--- src/bgpio_pkg.sv ---
/*
 * Constants shared by the banked GPIO block: pin and bank counts, the
 * register map, reset values and AXI4-Lite response codes.
 * Assumes a single 200 MHz peripheral clock and 32-bit AXI4-Lite data.
 */
`default_nettype none

package bgpio_pkg;

   ////////////////////////////////////////////////////////////////////////
   // Pin organisation
   localparam int NUM_PINS = 104;
   localparam int BANK_PINS = 16;
   localparam int NUM_BANKS = 7;
   localparam int NUM_DED = 10;
   localparam int ADDR_W = 8;

   // Clock rate and shortest pin pulse the synchroniser must see
   localparam int CLK_PERIOD_NS = 5;
   localparam int PULSE_MIN_NS = 52;
   localparam int PULSE_MIN_CYC = (PULSE_MIN_NS + CLK_PERIOD_NS - 1) / CLK_PERIOD_NS;

   ////////////////////////////////////////////////////////////////////////
   // Register map: each register spans four words, bit n is pin n
   typedef enum logic [3:0] {
      BGPIO_DIR = 4'b0000,
      BGPIO_OUT = 4'b0001,
      BGPIO_SET = 4'b0010,
      BGPIO_CLR = 4'b0011,
      BGPIO_IN = 4'b0100,
      BGPIO_RISE = 4'b0101,
      BGPIO_FALL = 4'b0110,
      BGPIO_STAT = 4'b0111,
      BGPIO_MASK = 4'b1000
   } bgpio_reg_t;

   // Byte offsets of each register's first word
   localparam logic [7:0] OFS_DIR = 8'h00;
   localparam logic [7:0] OFS_OUT = 8'h10;
   localparam logic [7:0] OFS_SET = 8'h20;
   localparam logic [7:0] OFS_CLR = 8'h30;
   localparam logic [7:0] OFS_IN = 8'h40;
   localparam logic [7:0] OFS_RISE = 8'h50;
   localparam logic [7:0] OFS_FALL = 8'h60;
   localparam logic [7:0] OFS_STAT = 8'h70;
   localparam logic [7:0] OFS_MASK = 8'h80;
   localparam logic [7:0] OFS_LAST = 8'h8C;

   // Field positions inside a byte address
   localparam int SEL_LSB = 4;
   localparam int WORD_LSB = 2;

   // Reset values: all pins inputs, outputs low, no edges armed
   localparam logic [NUM_PINS-1:0] DIR_RST = {NUM_PINS{1'b1}};
   localparam logic [NUM_PINS-1:0] OUT_RST = {NUM_PINS{1'b0}};
   localparam logic [NUM_PINS-1:0] EDGE_RST = {NUM_PINS{1'b0}};
   localparam logic [NUM_PINS-1:0] STAT_RST = {NUM_PINS{1'b0}};
   localparam logic [NUM_PINS-1:0] MASK_RST = {NUM_PINS{1'b0}};

   // AXI4-Lite responses
   localparam logic [1:0] RESP_OKAY = 2'b00;
   localparam logic [1:0] RESP_DECERR = 2'b11;

endpackage : bgpio_pkg

`default_nettype wire

--- src/bgpio_pin_sync.sv ---
/*
 * Three-stage pin synchroniser with edge detection for a vector of pins.
 * A new level is accepted once the second and third stages agree; rise
 * and fall come out as one-cycle pulses from flip-flops.
 * Assumes pins are asynchronous to sys_clk and held at least two cycles.
 */
`timescale 1ns/100ps
`default_nettype none

module bgpio_pin_sync #(
   parameter int W = 104
) (
   input wire logic sys_clk,
   input wire logic rst_b,
   input wire logic [W-1:0] pin_in,
   output logic [W-1:0] level,
   output logic [W-1:0] rise,
   output logic [W-1:0] fall
);

   logic [W-1:0] s1_r;
   logic [W-1:0] s2_r;
   logic [W-1:0] s3_r;
   logic [W-1:0] lvl_r;
   logic [W-1:0] rise_r;
   logic [W-1:0] fall_r;
   logic [2:0] prime_r;
   logic done_r;
   logic [W-1:0] agree;

   ////////////////////////////////////////////////////////////////////////
   // Stage one is read only by stage two
   always_ff @(posedge sys_clk or negedge rst_b)
   begin
      if (!rst_b)
      begin
         s1_r <= '0;
         s2_r <= '0;
         s3_r <= '0;
      end
      else
      begin
         s1_r <= pin_in;
         s2_r <= s1_r;
         s3_r <= s2_r;
      end
   end

   assign agree = ~(s2_r ^ s3_r);

   // Priming: the first settled level is loaded without an edge
   always_ff @(posedge sys_clk or negedge rst_b)
   begin
      if (!rst_b)
      begin
         prime_r <= 3'h0;
         done_r <= 1'b0;
      end
      else
      begin
         prime_r <= {prime_r[1:0], 1'b1};
         done_r <= done_r | prime_r[2];
      end
   end

   // Level and edge pulses; an edge needs two agreeing stages
   always_ff @(posedge sys_clk or negedge rst_b)
   begin
      if (!rst_b)
      begin
         lvl_r <= '0;
         rise_r <= '0;
         fall_r <= '0;
      end
      else
      begin
         lvl_r <= (lvl_r & ~agree) | (s3_r & agree); // [RULE_15]
         rise_r <= {W{done_r}} & agree & s3_r & ~lvl_r; // [RULE_15]
         fall_r <= {W{done_r}} & agree & ~s3_r & lvl_r; // [RULE_15]
      end
   end

   assign level = lvl_r;
   assign rise = rise_r;
   assign fall = fall_r;

endmodule : bgpio_pin_sync

`default_nettype wire

--- src/bgpio_top.sv ---
/*
 * Banked GPIO with edge events: 104 pins, AXI4-Lite register slave,
 * per-pin direction, output, set/clear, input, edge select, sticky
 * status with mask, and interrupt and DMA event outputs.
 * Assumes one master with at most one write and one read under way,
 * and a pad ring that resolves each pin from gpio_out and gpio_oe.
 */
`timescale 1ns/100ps
`default_nettype none

// Function
// [RULE_01] Each pin is individually input or output
// [RULE_02] Output pin drives its output register bit
// [RULE_03] Input pin level readable in input register
// [RULE_04] Banks of sixteen pins, bank zero pins 0-15
// [RULE_05] 104 pins over seven banks, last partial
// [RULE_06] Dedicated interrupt for pins nine down to zero
// [RULE_07] One aggregated interrupt per bank, seven total
// [RULE_08] Rising, falling or both edges selectable
// [RULE_09] Dedicated DMA event for pins nine to zero
// [RULE_10] One aggregated DMA event per bank
// [RULE_11] Write one sets or clears, zero leaves bit
// [RULE_12] Input and output state in separate registers
// [RULE_13] Full word write into output register
// [RULE_14] Output register reads back commanded drive
// [RULE_15] Synchronise inputs; edges become one-cycle pulses
module bgpio_top #(
   parameter int NUM_PINS = bgpio_pkg::NUM_PINS,
   parameter int BANK_PINS = bgpio_pkg::BANK_PINS,
   parameter int NUM_BANKS = bgpio_pkg::NUM_BANKS,
   parameter int NUM_DED = bgpio_pkg::NUM_DED
) (
   input wire logic sys_clk,
   input wire logic rst_b,
   // AXI4-Lite slave
   input wire logic [bgpio_pkg::ADDR_W-1:0] s_axi_awaddr,
   input wire logic s_axi_awvalid,
   output logic s_axi_awready,
   input wire logic [31:0] s_axi_wdata,
   input wire logic [3:0] s_axi_wstrb,
   input wire logic s_axi_wvalid,
   output logic s_axi_wready,
   output logic [1:0] s_axi_bresp,
   output logic s_axi_bvalid,
   input wire logic s_axi_bready,
   input wire logic [bgpio_pkg::ADDR_W-1:0] s_axi_araddr,
   input wire logic s_axi_arvalid,
   output logic s_axi_arready,
   output logic [31:0] s_axi_rdata,
   output logic [1:0] s_axi_rresp,
   output logic s_axi_rvalid,
   input wire logic s_axi_rready,
   // Pins
   input wire logic [NUM_PINS-1:0] gpio_in,
   output logic [NUM_PINS-1:0] gpio_out,
   output logic [NUM_PINS-1:0] gpio_oe,
   // Events
   output logic irq,
   output logic [NUM_DED-1:0] irq_pin,
   output logic [NUM_BANKS-1:0] irq_bank,
   output logic [NUM_DED-1:0] dma_pin,
   output logic [NUM_BANKS-1:0] dma_bank
);

   localparam int PAD_W = 128;

   // Register state
   logic [NUM_PINS-1:0] dir_r;
   logic [NUM_PINS-1:0] out_r;
   logic [NUM_PINS-1:0] rise_en_r;
   logic [NUM_PINS-1:0] fall_en_r;
   logic [NUM_PINS-1:0] stat_r;
   logic [NUM_PINS-1:0] mask_r;
   logic [NUM_PINS-1:0] stat_nxt;
   logic [NUM_PINS-1:0] pend;

   // Synchroniser outputs and qualified events
   logic [NUM_PINS-1:0] pin_lvl;
   logic [NUM_PINS-1:0] pin_rise;
   logic [NUM_PINS-1:0] pin_fall;
   logic [NUM_PINS-1:0] ev;

   // Write channel holding registers, write and read responses
   logic aw_held_r;
   logic w_held_r;
   logic [bgpio_pkg::ADDR_W-1:0] awaddr_r;
   logic [31:0] wdata_r;
   logic [3:0] wstrb_r;
   logic bvalid_r;
   logic [1:0] bresp_r;
   logic rvalid_r;
   logic [1:0] rresp_r;
   logic [31:0] rdata_r;

   // Write decode
   logic wr_do;
   logic wr_ok;
   logic [3:0] wr_sel;
   logic [1:0] wr_word;
   logic [31:0] lane_m;
   logic [PAD_W-1:0] m_pad;
   logic [NUM_PINS-1:0] wr_m;
   logic [NUM_PINS-1:0] wr_d;
   logic [PAD_W-1:0] d_pad;
   logic [NUM_PINS-1:0] wr_bits;

   // Read decode
   logic rd_do;
   logic rd_ok;
   logic [3:0] rd_sel;
   logic [1:0] rd_word;
   logic [31:0] rd_val;

   ////////////////////////////////////////////////////////////////////////
   // Pin synchroniser and edge detector
   bgpio_pin_sync #(
      .W(NUM_PINS)
   ) u_sync (
      .sys_clk(sys_clk),
      .rst_b(rst_b),
      .pin_in(gpio_in),
      .level(pin_lvl),
      .rise(pin_rise),
      .fall(pin_fall)
   );

   // Edge selection per pin; both enables give both edges
   assign ev = (pin_rise & rise_en_r) | (pin_fall & fall_en_r); // [RULE_08]

   ////////////////////////////////////////////////////////////////////////
   // Selects a 32-bit word of a pin vector; bits past the last pin read 0
   function automatic logic [31:0] pick_word(input logic [NUM_PINS-1:0] v,
                                             input logic [1:0] w);
      logic [PAD_W-1:0] p;
      p = {{(PAD_W-NUM_PINS){1'b0}}, v};
      pick_word = p[32*w +: 32];
   endfunction : pick_word

   ////////////////////////////////////////////////////////////////////////
   // AXI write channels: address and data may arrive in either order
   assign s_axi_awready = !aw_held_r && !bvalid_r;
   assign s_axi_wready = !w_held_r && !bvalid_r;
   assign wr_do = aw_held_r && w_held_r && !bvalid_r;
   assign wr_sel = awaddr_r[bgpio_pkg::SEL_LSB +: 4];
   assign wr_word = awaddr_r[bgpio_pkg::WORD_LSB +: 2];
   assign wr_ok = awaddr_r <= bgpio_pkg::OFS_LAST;

   always_ff @(posedge sys_clk or negedge rst_b)
   begin
      if (!rst_b)
      begin
         aw_held_r <= 1'b0;
         w_held_r <= 1'b0;
         awaddr_r <= '0;
         wdata_r <= 32'h0000_0000;
         wstrb_r <= 4'h0;
      end
      else
      begin
         if (s_axi_awvalid && s_axi_awready)
         begin
            aw_held_r <= 1'b1;
            awaddr_r <= s_axi_awaddr;
         end
         else if (wr_do)
         begin
            aw_held_r <= 1'b0;
         end
         if (s_axi_wvalid && s_axi_wready)
         begin
            w_held_r <= 1'b1;
            wdata_r <= s_axi_wdata;
            wstrb_r <= s_axi_wstrb;
         end
         else if (wr_do)
         begin
            w_held_r <= 1'b0;
         end
      end
   end

   // Write response; unmapped addresses answer DECERR
   always_ff @(posedge sys_clk or negedge rst_b)
   begin
      if (!rst_b)
      begin
         bvalid_r <= 1'b0;
         bresp_r <= bgpio_pkg::RESP_OKAY;
      end
      else if (wr_do)
      begin
         bvalid_r <= 1'b1;
         bresp_r <= wr_ok ? bgpio_pkg::RESP_OKAY : bgpio_pkg::RESP_DECERR;
      end
      else if (s_axi_bready)
      begin
         bvalid_r <= 1'b0;
      end
   end

   assign s_axi_bvalid = bvalid_r;
   assign s_axi_bresp = bresp_r;

   // Byte strobes become a pin mask at the addressed word
   always_comb
   begin
      for (int k = 0; k < 4; k++)
      begin
         lane_m[8*k +: 8] = {8{wstrb_r[k]}};
      end
   end

   assign m_pad = {{(PAD_W-32){1'b0}}, lane_m} << (32 * wr_word);
   assign wr_m = m_pad[NUM_PINS-1:0];
   // Data word copied to every lane; the mask picks the addressed one
   assign d_pad = {4{wdata_r}};
   assign wr_d = d_pad[NUM_PINS-1:0];
   assign wr_bits = wr_m & wr_d;

   ////////////////////////////////////////////////////////////////////////
   // Direction: 1 is input, 0 drives the pin
   always_ff @(posedge sys_clk or negedge rst_b)
   begin
      if (!rst_b)
      begin
         dir_r <= bgpio_pkg::DIR_RST;
      end
      else if (wr_do && wr_ok && wr_sel == bgpio_pkg::BGPIO_DIR)
      begin
         dir_r <= (dir_r & ~wr_m) | wr_bits; // [RULE_01]
      end
   end

   // Output register: direct word write, or set and clear by ones;
   // one writer at a time, so lock-free toggling needs no arbitration
   always_ff @(posedge sys_clk or negedge rst_b)
   begin
      if (!rst_b)
      begin
         out_r <= bgpio_pkg::OUT_RST;
      end
      else if (wr_do && wr_ok)
      begin
         case (wr_sel)
            bgpio_pkg::BGPIO_OUT: out_r <= (out_r & ~wr_m) | wr_bits; // [RULE_13]
            bgpio_pkg::BGPIO_SET: out_r <= out_r | wr_bits; // [RULE_11]
            bgpio_pkg::BGPIO_CLR: out_r <= out_r & ~wr_bits; // [RULE_11]
            default: out_r <= out_r;
         endcase
      end
   end

   // Pads: drive only the pins set as outputs
   assign gpio_out = out_r; // [RULE_02]
   assign gpio_oe = ~dir_r; // [RULE_01]

   // Edge enables
   always_ff @(posedge sys_clk or negedge rst_b)
   begin
      if (!rst_b)
      begin
         rise_en_r <= bgpio_pkg::EDGE_RST;
         fall_en_r <= bgpio_pkg::EDGE_RST;
      end
      else if (wr_do && wr_ok)
      begin
         if (wr_sel == bgpio_pkg::BGPIO_RISE)
         begin
            rise_en_r <= (rise_en_r & ~wr_m) | wr_bits; // [RULE_08]
         end
         if (wr_sel == bgpio_pkg::BGPIO_FALL)
         begin
            fall_en_r <= (fall_en_r & ~wr_m) | wr_bits; // [RULE_08]
         end
      end
   end

   ////////////////////////////////////////////////////////////////////////
   // Sticky status, cleared by writing one; a new edge beats the clear
   always_comb
   begin
      stat_nxt = stat_r;
      if (wr_do && wr_ok && wr_sel == bgpio_pkg::BGPIO_STAT)
      begin
         stat_nxt = stat_r & ~wr_bits;
      end
      stat_nxt = stat_nxt | ev;
   end

   always_ff @(posedge sys_clk or negedge rst_b)
   begin
      if (!rst_b)
      begin
         stat_r <= bgpio_pkg::STAT_RST;
         mask_r <= bgpio_pkg::MASK_RST;
      end
      else
      begin
         stat_r <= stat_nxt;
         if (wr_do && wr_ok && wr_sel == bgpio_pkg::BGPIO_MASK)
         begin
            mask_r <= (mask_r & ~wr_m) | wr_bits;
         end
      end
   end

   // Enabled pending events
   assign pend = stat_r & mask_r;
   assign irq = |pend;
   assign irq_pin = pend[NUM_DED-1:0]; // [RULE_06]

   // Dedicated DMA events, registered one-cycle pulses
   always_ff @(posedge sys_clk or negedge rst_b)
   begin
      if (!rst_b)
      begin
         dma_pin <= '0;
      end
      else
      begin
         dma_pin <= ev[NUM_DED-1:0]; // [RULE_09]
      end
   end

   // Per-bank aggregation; the last bank holds only the remaining pins
   for (genvar b = 0; b < NUM_BANKS; b++)
   begin : g_bank
      localparam int LO = b * BANK_PINS; // [RULE_04]
      localparam int HI = (LO + BANK_PINS > NUM_PINS) ? NUM_PINS - 1 : LO + BANK_PINS - 1; // [RULE_05]
      assign irq_bank[b] = |pend[HI:LO]; // [RULE_07]
      always_ff @(posedge sys_clk or negedge rst_b)
      begin
         if (!rst_b)
         begin
            dma_bank[b] <= 1'b0;
         end
         else
         begin
            dma_bank[b] <= |ev[HI:LO]; // [RULE_10]
         end
      end
   end

   ////////////////////////////////////////////////////////////////////////
   // AXI read channel, answered one cycle after the address is taken
   assign s_axi_arready = !rvalid_r;
   assign rd_do = s_axi_arvalid && s_axi_arready;
   assign rd_sel = s_axi_araddr[bgpio_pkg::SEL_LSB +: 4];
   assign rd_word = s_axi_araddr[bgpio_pkg::WORD_LSB +: 2];
   assign rd_ok = s_axi_araddr <= bgpio_pkg::OFS_LAST;

   // Input and output reads come from distinct state
   always_comb
   begin
      case (rd_sel)
         bgpio_pkg::BGPIO_DIR: rd_val = pick_word(dir_r, rd_word);
         bgpio_pkg::BGPIO_OUT: rd_val = pick_word(out_r, rd_word); // [RULE_14]
         bgpio_pkg::BGPIO_IN: rd_val = pick_word(pin_lvl, rd_word); // [RULE_03] [RULE_12]
         bgpio_pkg::BGPIO_RISE: rd_val = pick_word(rise_en_r, rd_word);
         bgpio_pkg::BGPIO_FALL: rd_val = pick_word(fall_en_r, rd_word);
         bgpio_pkg::BGPIO_STAT: rd_val = pick_word(stat_r, rd_word);
         bgpio_pkg::BGPIO_MASK: rd_val = pick_word(mask_r, rd_word);
         default: rd_val = 32'h0000_0000;
      endcase
   end

   always_ff @(posedge sys_clk or negedge rst_b)
   begin
      if (!rst_b)
      begin
         rvalid_r <= 1'b0;
         rresp_r <= bgpio_pkg::RESP_OKAY;
         rdata_r <= 32'h0000_0000;
      end
      else if (rd_do)
      begin
         rvalid_r <= 1'b1;
         rresp_r <= rd_ok ? bgpio_pkg::RESP_OKAY : bgpio_pkg::RESP_DECERR;
         rdata_r <= rd_ok ? rd_val : 32'h0000_0000;
      end
      else if (s_axi_rready)
      begin
         rvalid_r <= 1'b0;
      end
   end

   assign s_axi_rvalid = rvalid_r;
   assign s_axi_rresp = rresp_r;
   assign s_axi_rdata = rdata_r;

   ////////////////////////////////////////////////////////////////////////
   // Checks
   property p_oe_follows_dir;
      @(posedge sys_clk) disable iff (!rst_b)
      (wr_do && wr_ok && wr_sel == bgpio_pkg::BGPIO_DIR) |=>
         ((gpio_oe & $past(wr_m)) == (~$past(wr_d) & $past(wr_m)));
   endproperty
   a_oe_follows_dir: assert property (p_oe_follows_dir) // [RULE_01]
      else $error("oe does not follow direction write");

   property p_set_bits;
      @(posedge sys_clk) disable iff (!rst_b)
      (wr_do && wr_ok && wr_sel == bgpio_pkg::BGPIO_SET) |=>
         ((gpio_out & $past(wr_bits)) == $past(wr_bits)) &&
         ((gpio_out & ~$past(wr_bits)) == ($past(gpio_out) & ~$past(wr_bits)));
   endproperty
   a_set_bits: assert property (p_set_bits) // [RULE_11]
      else $error("set write wrong");

   property p_clr_bits;
      @(posedge sys_clk) disable iff (!rst_b)
      (wr_do && wr_ok && wr_sel == bgpio_pkg::BGPIO_CLR) |=>
         ((gpio_out & $past(wr_bits)) == '0) &&
         ((gpio_out & ~$past(wr_bits)) == ($past(gpio_out) & ~$past(wr_bits)));
   endproperty
   a_clr_bits: assert property (p_clr_bits) // [RULE_11]
      else $error("clear write wrong");

   property p_direct_out;
      @(posedge sys_clk) disable iff (!rst_b)
      (wr_do && wr_ok && wr_sel == bgpio_pkg::BGPIO_OUT) |=>
         ((gpio_out & $past(wr_m)) == $past(wr_bits));
   endproperty
   a_direct_out: assert property (p_direct_out) // [RULE_13]
      else $error("direct output write wrong");

   property p_read_out;
      @(posedge sys_clk) disable iff (!rst_b)
      (rd_do && rd_ok && rd_sel == bgpio_pkg::BGPIO_OUT) |=>
         s_axi_rvalid && (s_axi_rdata == pick_word($past(gpio_out), $past(rd_word)));
   endproperty
   a_read_out: assert property (p_read_out) // [RULE_14]
      else $error("output readback wrong");

   property p_read_in;
      @(posedge sys_clk) disable iff (!rst_b)
      (rd_do && rd_ok && rd_sel == bgpio_pkg::BGPIO_IN) |=>
         s_axi_rvalid && (s_axi_rdata == pick_word($past(pin_lvl), $past(rd_word)));
   endproperty
   a_read_in: assert property (p_read_in) // [RULE_03]
      else $error("input read wrong");

   property p_edge_select;
      @(posedge sys_clk) disable iff (!rst_b)
      (ev != '0) |-> ((ev & ~((pin_lvl & rise_en_r) | (~pin_lvl & fall_en_r))) == '0);
   endproperty
   a_edge_select: assert property (p_edge_select) // [RULE_08]
      else $error("event on disabled edge");

   property p_event_single;
      @(posedge sys_clk) disable iff (!rst_b)
      (ev & $past(ev)) == '0;
   endproperty
   a_event_single: assert property (p_event_single) // [RULE_15]
      else $error("event longer than one cycle");

   property p_dma_pulse;
      @(posedge sys_clk) disable iff (!rst_b)
      ev[3] |=> dma_pin[3] && dma_bank[0] ##1 !dma_pin[3];
   endproperty
   a_dma_pulse: assert property (p_dma_pulse) // [RULE_09]
      else $error("dma event pulse wrong");

   property p_irq_raise;
      @(posedge sys_clk) disable iff (!rst_b)
      (ev[100] && mask_r[100] && !(wr_do && wr_sel == bgpio_pkg::BGPIO_MASK)) |=>
         irq_bank[NUM_BANKS-1] && irq;
   endproperty
   a_irq_raise: assert property (p_irq_raise) // [RULE_07]
      else $error("bank interrupt missing");

   property p_irq_pin;
      @(posedge sys_clk) disable iff (!rst_b)
      (ev[3] && mask_r[3] && !(wr_do && wr_sel == bgpio_pkg::BGPIO_MASK)) |=> irq_pin[3];
   endproperty
   a_irq_pin: assert property (p_irq_pin) // [RULE_06]
      else $error("pin interrupt missing");

endmodule : bgpio_top

`default_nettype wire

--- config.mk ---
export PLATFORM = sky130hd
export DESIGN_NAME = bgpio_top
export DESIGN_NICKNAME = d
export VERILOG_FILES = /design/src/bgpio_pkg.sv /design/src/bgpio_pin_sync.sv /design/src/bgpio_top.sv
export SDC_FILE = /design/constraint.sdc
export NUM_CORES = 2
export LEC_CHECK = 0
export ABC_AREA = 1
export BUFFER_PORTS_ARGS = -buffer_cell sky130_fd_sc_hd__buf_4
export CAP_MARGIN = 20
export CORE_UTILIZATION = 50
export DETAILED_ROUTE_END_ITERATION = 6
export PLACE_DENSITY = 0.79
export SLEW_MARGIN = 15
export SYNTH_ARGS = -nofsm -noshare
export SYNTH_HDL_FRONTEND = slang
export SYNTH_SLANG_ARGS = --single-unit
--- constraint.sdc ---
create_clock -name sys_clk -period 3.7 [get_ports sys_clk]
set_input_delay 0.185 -clock sys_clk [delete_from_list [all_inputs] [get_ports sys_clk]]
set_output_delay 0.185 -clock sys_clk [all_outputs]
set_load 0.005 [all_outputs]
# Word level (Yosys, flattened, before mapping)
# Cells that the tools add are included.
# totals
reg_bits,1353
latchBits,0
mem_bits_rw,0
romBits,0
out_inout_bits,284
wordCells,144
memories,0
# op_classes
add_sub_neg,0
n_mul,0
n_div,0
magnitude_cmp,2
n_eq_ne,13
n_shift,8
n_mux,13
bitwise_logic,36
n_reduce_logical,40
# ops
cell,n
$and A104 B104 Y104,18
$or A104 B104 Y104,9
$shiftx A128 B8 Y32,7
$not A104 Y104,7
$pmux W104 S3,1
$pmux W32 S7,1
$reduce_or A16 Y1,12
$mux W104,1
$reduce_or A104 Y1,1
$shl A32 B7 Y104,1
$xor A104 B104 Y104,1
$mux W32,1
$eq A4 B3 Y1 const B,7
$le A8 B8 Y1 const B,2
$reduce_or A8 Y1,2
$logic_and A1 B1 Y1,11
$eq A4 B1 Y1 const B,2
$eq A4 B2 Y1 const B,2
$eq A4 B4 Y1 const B,2
$logic_not A4 Y1,2
$reduce_bool A2 Y1,4
$mux W1,7
$reduce_and A2 Y1,3
$logic_not A1 Y1,4
other kinds (3),4

# Depth between registers and ports, before layout
# depth
ltp_word,6
ltp_mapped,14

# Modules after synthesis
# A second synthesis with hierarchy kept.
# unflattened
hier_cells,6160
area_unflattened_um2,55235.5
# modules_own_cells
mod,instances,cells_each,area_per_inst_um2,seq_area_each_um2
bgpio_top,1,4675,35860.6,18222.5
bgpio_pin_sync,1,1485,19374.8,15715.1

# Worst setup path after synthesis
# OpenSTA, ideal clock, no wires.
# synth_path
kind,reg2reg
start,reg bvalid_r (netlist: s_axi_bvalid)
end,reg with a tool-made name
t_arrival_ps,1607
required_time_ps,3567
path_slack_ps,1960
stages_incl_launch_ff,11
n_path_buf,2
cell_sequence,dfrtp_1 > inv_2 > nand3_2 > nor2_1 > nand2_2 > nor3_4 > buf_4 > nand2_1 > buf_2 > nand2_1 > o21ai_0
# synth_rtl
element,line_no,text
from (decl),bgpio_top.sv:89,logic bvalid_r;
from (signal assigned),bgpio_top.sv:187,bvalid_r <= 1'b0;
from (signal assigned),bgpio_top.sv:192,bvalid_r <= 1'b1;
from (signal assigned),bgpio_top.sv:197,bvalid_r <= 1'b0;

# Final worst setup path
# layout_path
start,reg stat_r[101]
end,out irq
# layout_via
elab_chain_len,2
# layout_rtl
element,line_no,text
from (decl),bgpio_top.sv:72,logic [NUM_PINS-1:0] stat_r;
from (signal assigned),bgpio_top.sv:294,stat_r <= bgpio_pkg::STAT_RST;
from (signal assigned),bgpio_top.sv:299,stat_r <= stat_nxt;
$and A104 B104 Y104,bgpio_top.sv:308,assign pend = stat_r & mask_r;
$reduce_or A104 Y1,bgpio_top.sv:309,assign irq = |pend;
to (decl),bgpio_top.sv:58,"output logic irq,"
# Every way passes these cells.

==> parameters.txt <==
Parameter                              Value

Outcome
  Status ... finished clean

STA
  Worst-Margin Slew ... 1.19 ns
  Hold violation count in the final report ... 0
  Final period demand of the worst path ... approximately 3.2 ns
  Final period utilization ... roughly 87%
  Max Fclk ... between 0.3 and 0.4 GHz
  Final setup violation count ... 0
  Remaining max-slew budget at the tightest pin ... about a fifth
  Number of max-slew violations in the final report ... 0
  Setup repair after global routing missed its margin ... no
  Setup clock skew after layout ... 0.0327 ns
  Setup TNS ... 0 ns

Global route
  Top Usage Layer GRT ... met2
  Met3 track demand over resource in global routing ... a little over a tenth
  Antenna violations before repair ... 4
  GR Layer Usage met1 ... ~45%
  Overflow left after global routing ... 0
  Largest net degree at the start of global routing ... 150
  Total routing usage reported by global routing ... between 30 and 40%
  Fraction of met2 tracks used by global routing ... ~50%
  Via count of the first global-routing pass ... between 40k and 50k
  First-pass GRT wire length ... between 200,000 and 300,000 um

Pwr
  Combinational group share of total power ... between 20% and 30%
  Power density over cell area ... roughly 680 nW/um2
  Fraction of power spent switching nets ... 34.4%
  Int Pwr ... 0.0293 W
  Static Leakage ... approximately 31 nW
  Sequential power share ... 46.6%
  Worst supply voltage drop on vdd ... ~0.00052 V
  Clock network power share ... approximately 33%
  Reported net switching power ... about 0.015 W

Worst hold path
  Count of cells along the worst hold path ... 6
  Class of the tightest hold or removal check ... input port to register

Route
  Violation count after the first detailed-routing iteration ... slightly below 6k
  Number of iterations in the first detailed-routing pass ... 6
  Drt total wl ... 191,000 um
  Wire length per cell ... about 24 um
  Ratio of routed vias to standard cells ... between 5 and 6
  DRC violations left ... 0
  Number of routed nets with antenna violations ... 0
  Via Count ... between 40k and 50k

Logic synthesis
  Area share of the largest cell type after synthesis ... approximately 57%
  Register bit total from synthesis ... 1,351
  Synth async-reset ratio ... 100%
  Synthesis warning total ... 0
  Instance count of the mapped netlist ... between 5k and 6k
  Post-synth EDFFs ... 0
  Count leader, synth ... sky130_fd_sc_hd__nand2_1
  Leading register cell type out of synthesis ... sky130_fd_sc_hd__dfrtp_1
  Area of the mapped netlist ... 54,600 um2
  Area leader, netlist ... sky130_fd_sc_hd__dfrtp_1
  Number of library cell types mapped by synthesis ... between 40 and 50
  Portion of the post-synthesis area used by sequential elements ... between 60 and 70%
  Most instantiated cells after synthesis ... sky130_fd_sc_hd__nand2_1, sky130_fd_sc_hd__dfrtp_1, sky130_fd_sc_hd__o21ai_0
  Average cell area after synthesis ... 9.23 um2
  Main area contributors after synthesis ... sky130_fd_sc_hd__dfrtp_1, sky130_fd_sc_hd__nand2_1, sky130_fd_sc_hd__o21ai_0
  Number of nets in the synthesized netlist ... between 6k and 7k

Setup path
  Peak fanout along the critical path ... 3
  Depth of the worst register-to-register path ... 9
  Slowest stage cell on the critical path ... sky130_fd_sc_hd__nor3_1
  CP Class ... register to output port
  CP Data Required Time ... between 3 and 4 ns
  Worst Setup Start Kind ... register
  Critical path, cell by cell ... nand2_1, o2111ai_1, nor3_1, nand2_1, nor2_1, nand2_1, buf_4
  Cell class contributing the biggest share of worst-path delay ... simple AND/OR/NAND/NOR gates
  Largest incremental delay on the critical path ... slightly below 0.8 ns
  Critical path data arrival time ... 3.04 ns
  Setup crit end kind ... output port
  Buf+Inv Stages, Crit Path ... 1
  Most frequent cell on the critical path ... sky130_fd_sc_hd__nand2_1
  Stages on worst setup path ... 7

Finish
  Proportion of layout cells with a drive suffix above 1 ... 14.1%
  Number of nets in the final layout ... about 6.7k
  Area growth from synthesis to layout ... 20.8%
  Fraction of the core area covered by cells at the end of the flow ... 61.3%
  Final design area excluding fillers ... between 60,000 and 70,000 um2

Die
  Chip Width ... 333 um
  Initial Utilization ... between 50% and 60%
  Core footprint ... 108,000 um2
  Number of cell rows ... 120
  Die height ... 333 um
  Total I/O pin count ... 447
  Die Footprint ... between 100,000 and 150,000 um2

CTS
  Clock latency on the worst-skew pair ... a little under 0.8 ns
  Maximum buffer depth of the clock tree ... 3
  CTS Root Buffer Type ... sky130_fd_sc_hd__clkbuf_16
  Number of clock buffers inserted by TritonCTS ... roughly 140
  Clk sink count ... between 1k and 1.5k
  Post-cts sizing count ... 0
  Clock transition at the registers of the reported paths ... approximately 0.06 ns
  H-tree levels ... 4
  Clock tree from TritonCTS ... yes

Job
  Max-capacitance violation count ... 0

Place
  Final HPWL DP ... ~130,000 um
  Count of buffers inserted at the top-level ports ... around 450
  Dpl cell area ... about 60,000 um2
  Final estimated routing congestion in global placement ... a little under 1
==> metrics by stage <==
step	hold slack, ns	power, W	worst slack [ns]	std cells
final	0.0570	0.0447	0.472	8021
after global routing	0.0591	0.0463	0.443	8016
after CTS	0.0157	0.0444	0.564	8015
after detailed placement	0.294	0.0295	0.852	7601
after global placement	0.295	0.0292	0.898	7601
after floorplan	-0.111	0.0241	1.96	5917
==> area by class of cell <==
| class | count | area, um2 |
|---|---|---|
| Multi-Input combinational cell | 3728 | 17400 |
| Clock buffer | 214 | 4310 |
| Timing Repair Buffer | 690 | 5870 |
| Antenna cell | 5 | 12.5 |
| Sequential cell | 1351 | 33900 |
| Fill cell | 8676 | 41700 |
| Clock inverter | 46 | 514 |
| Inverter | 584 | 2200 |
| Tap cell | 1403 | 1760 |
==> tightest hold or removal path, stage by stage <==
cell	delay, ns
sky130_fd_sc_hd__buf_4	0.08
sky130_fd_sc_hd__nor3_1	0.08
sky130_fd_sc_hd__nand2_1	0.08
sky130_fd_sc_hd__nand3_1	0.11
sky130_fd_sc_hd__nand2_1	0.12
sky130_fd_sc_hd__o21a_1	0.12
==> final timing paths <==
check	startpoint	end	slack [ns]
worst max register to register	s_axi_bvalid$_DFFE_PN0P_	gpio_out[49]$_DFFE_PN0P_	0.97
worst min-delay path	s_axi_araddr[0]	s_axi_rresp[0]$_DFFE_PN0P_	0.06
min in group asynchronous	rst_b	u_sync.s2_r[99]$_DFF_PN0_	0.08
worst max-delay path	stat_r[101]$_DFF_PN0_	irq	0.47
worst min register to register	u_sync.s1_r[42]$_DFF_PN0_	u_sync.s2_r[42]$_DFF_PN0_	0.35
max in group asynchronous	rst_b	u_sync.s2_r[37]$_DFF_PN0_	2.26
==> cells by family after synthesis <==
group	Yosys count	synth area share, %
other cells	1	0.00687
buf+inv	838	6.20
mux	4	0.0825
simple gates	2429	18.5
compound gates	1294	13.1
flops	1351	62.1
==> metal layers <==
metal / vias to the layer above / share of wire (%)
met5: - / 0.0057
met2: 3021 / 43
met3: 664 / 12
met4: 2 / 7.2
met1: 22765 / 38
li1: 20501 / -
==> layout by cell type, fill, tap and decap left out, types with 114 or more instances in the layout <==
cell and count:
sky130_fd_sc_hd__clkbuf_16 149, sky130_fd_sc_hd__nor2_1 236, sky130_fd_sc_hd__a21oi_1 253, sky130_fd_sc_hd__nand3_1 124, sky130_fd_sc_hd__o21ai_0 711, sky130_fd_sc_hd__nand2_1 1720, sky130_fd_sc_hd__buf_4 513, sky130_fd_sc_hd__dlygate4sd3_1 154
sky130_fd_sc_hd__nor3_1 197, sky130_fd_sc_hd__dfrtp_1 1246, sky130_fd_sc_hd__o22ai_1 114, sky130_fd_sc_hd__inv_1 570
==> power by group through the flow <==
stage,combinational (W),clock (W),sequential [W]
after CTS,0.00890,0.0148,0.0206
after global placement,0.00847,0,0.0208
after floorplan,0.00455,0,0.0195
final,0.00914,0.0147,0.0208
after global routing,0.00986,0.0154,0.0210
after detailed placement,0.00869,0,0.0208
==> what timing repair did <==
action / CTS / global route
hold buffers: 154 / 0
setup buffers: 0 / 0
hold endpoints to repair: 281 / 0
No activity file was read; power rests on OpenSTA's default activity.
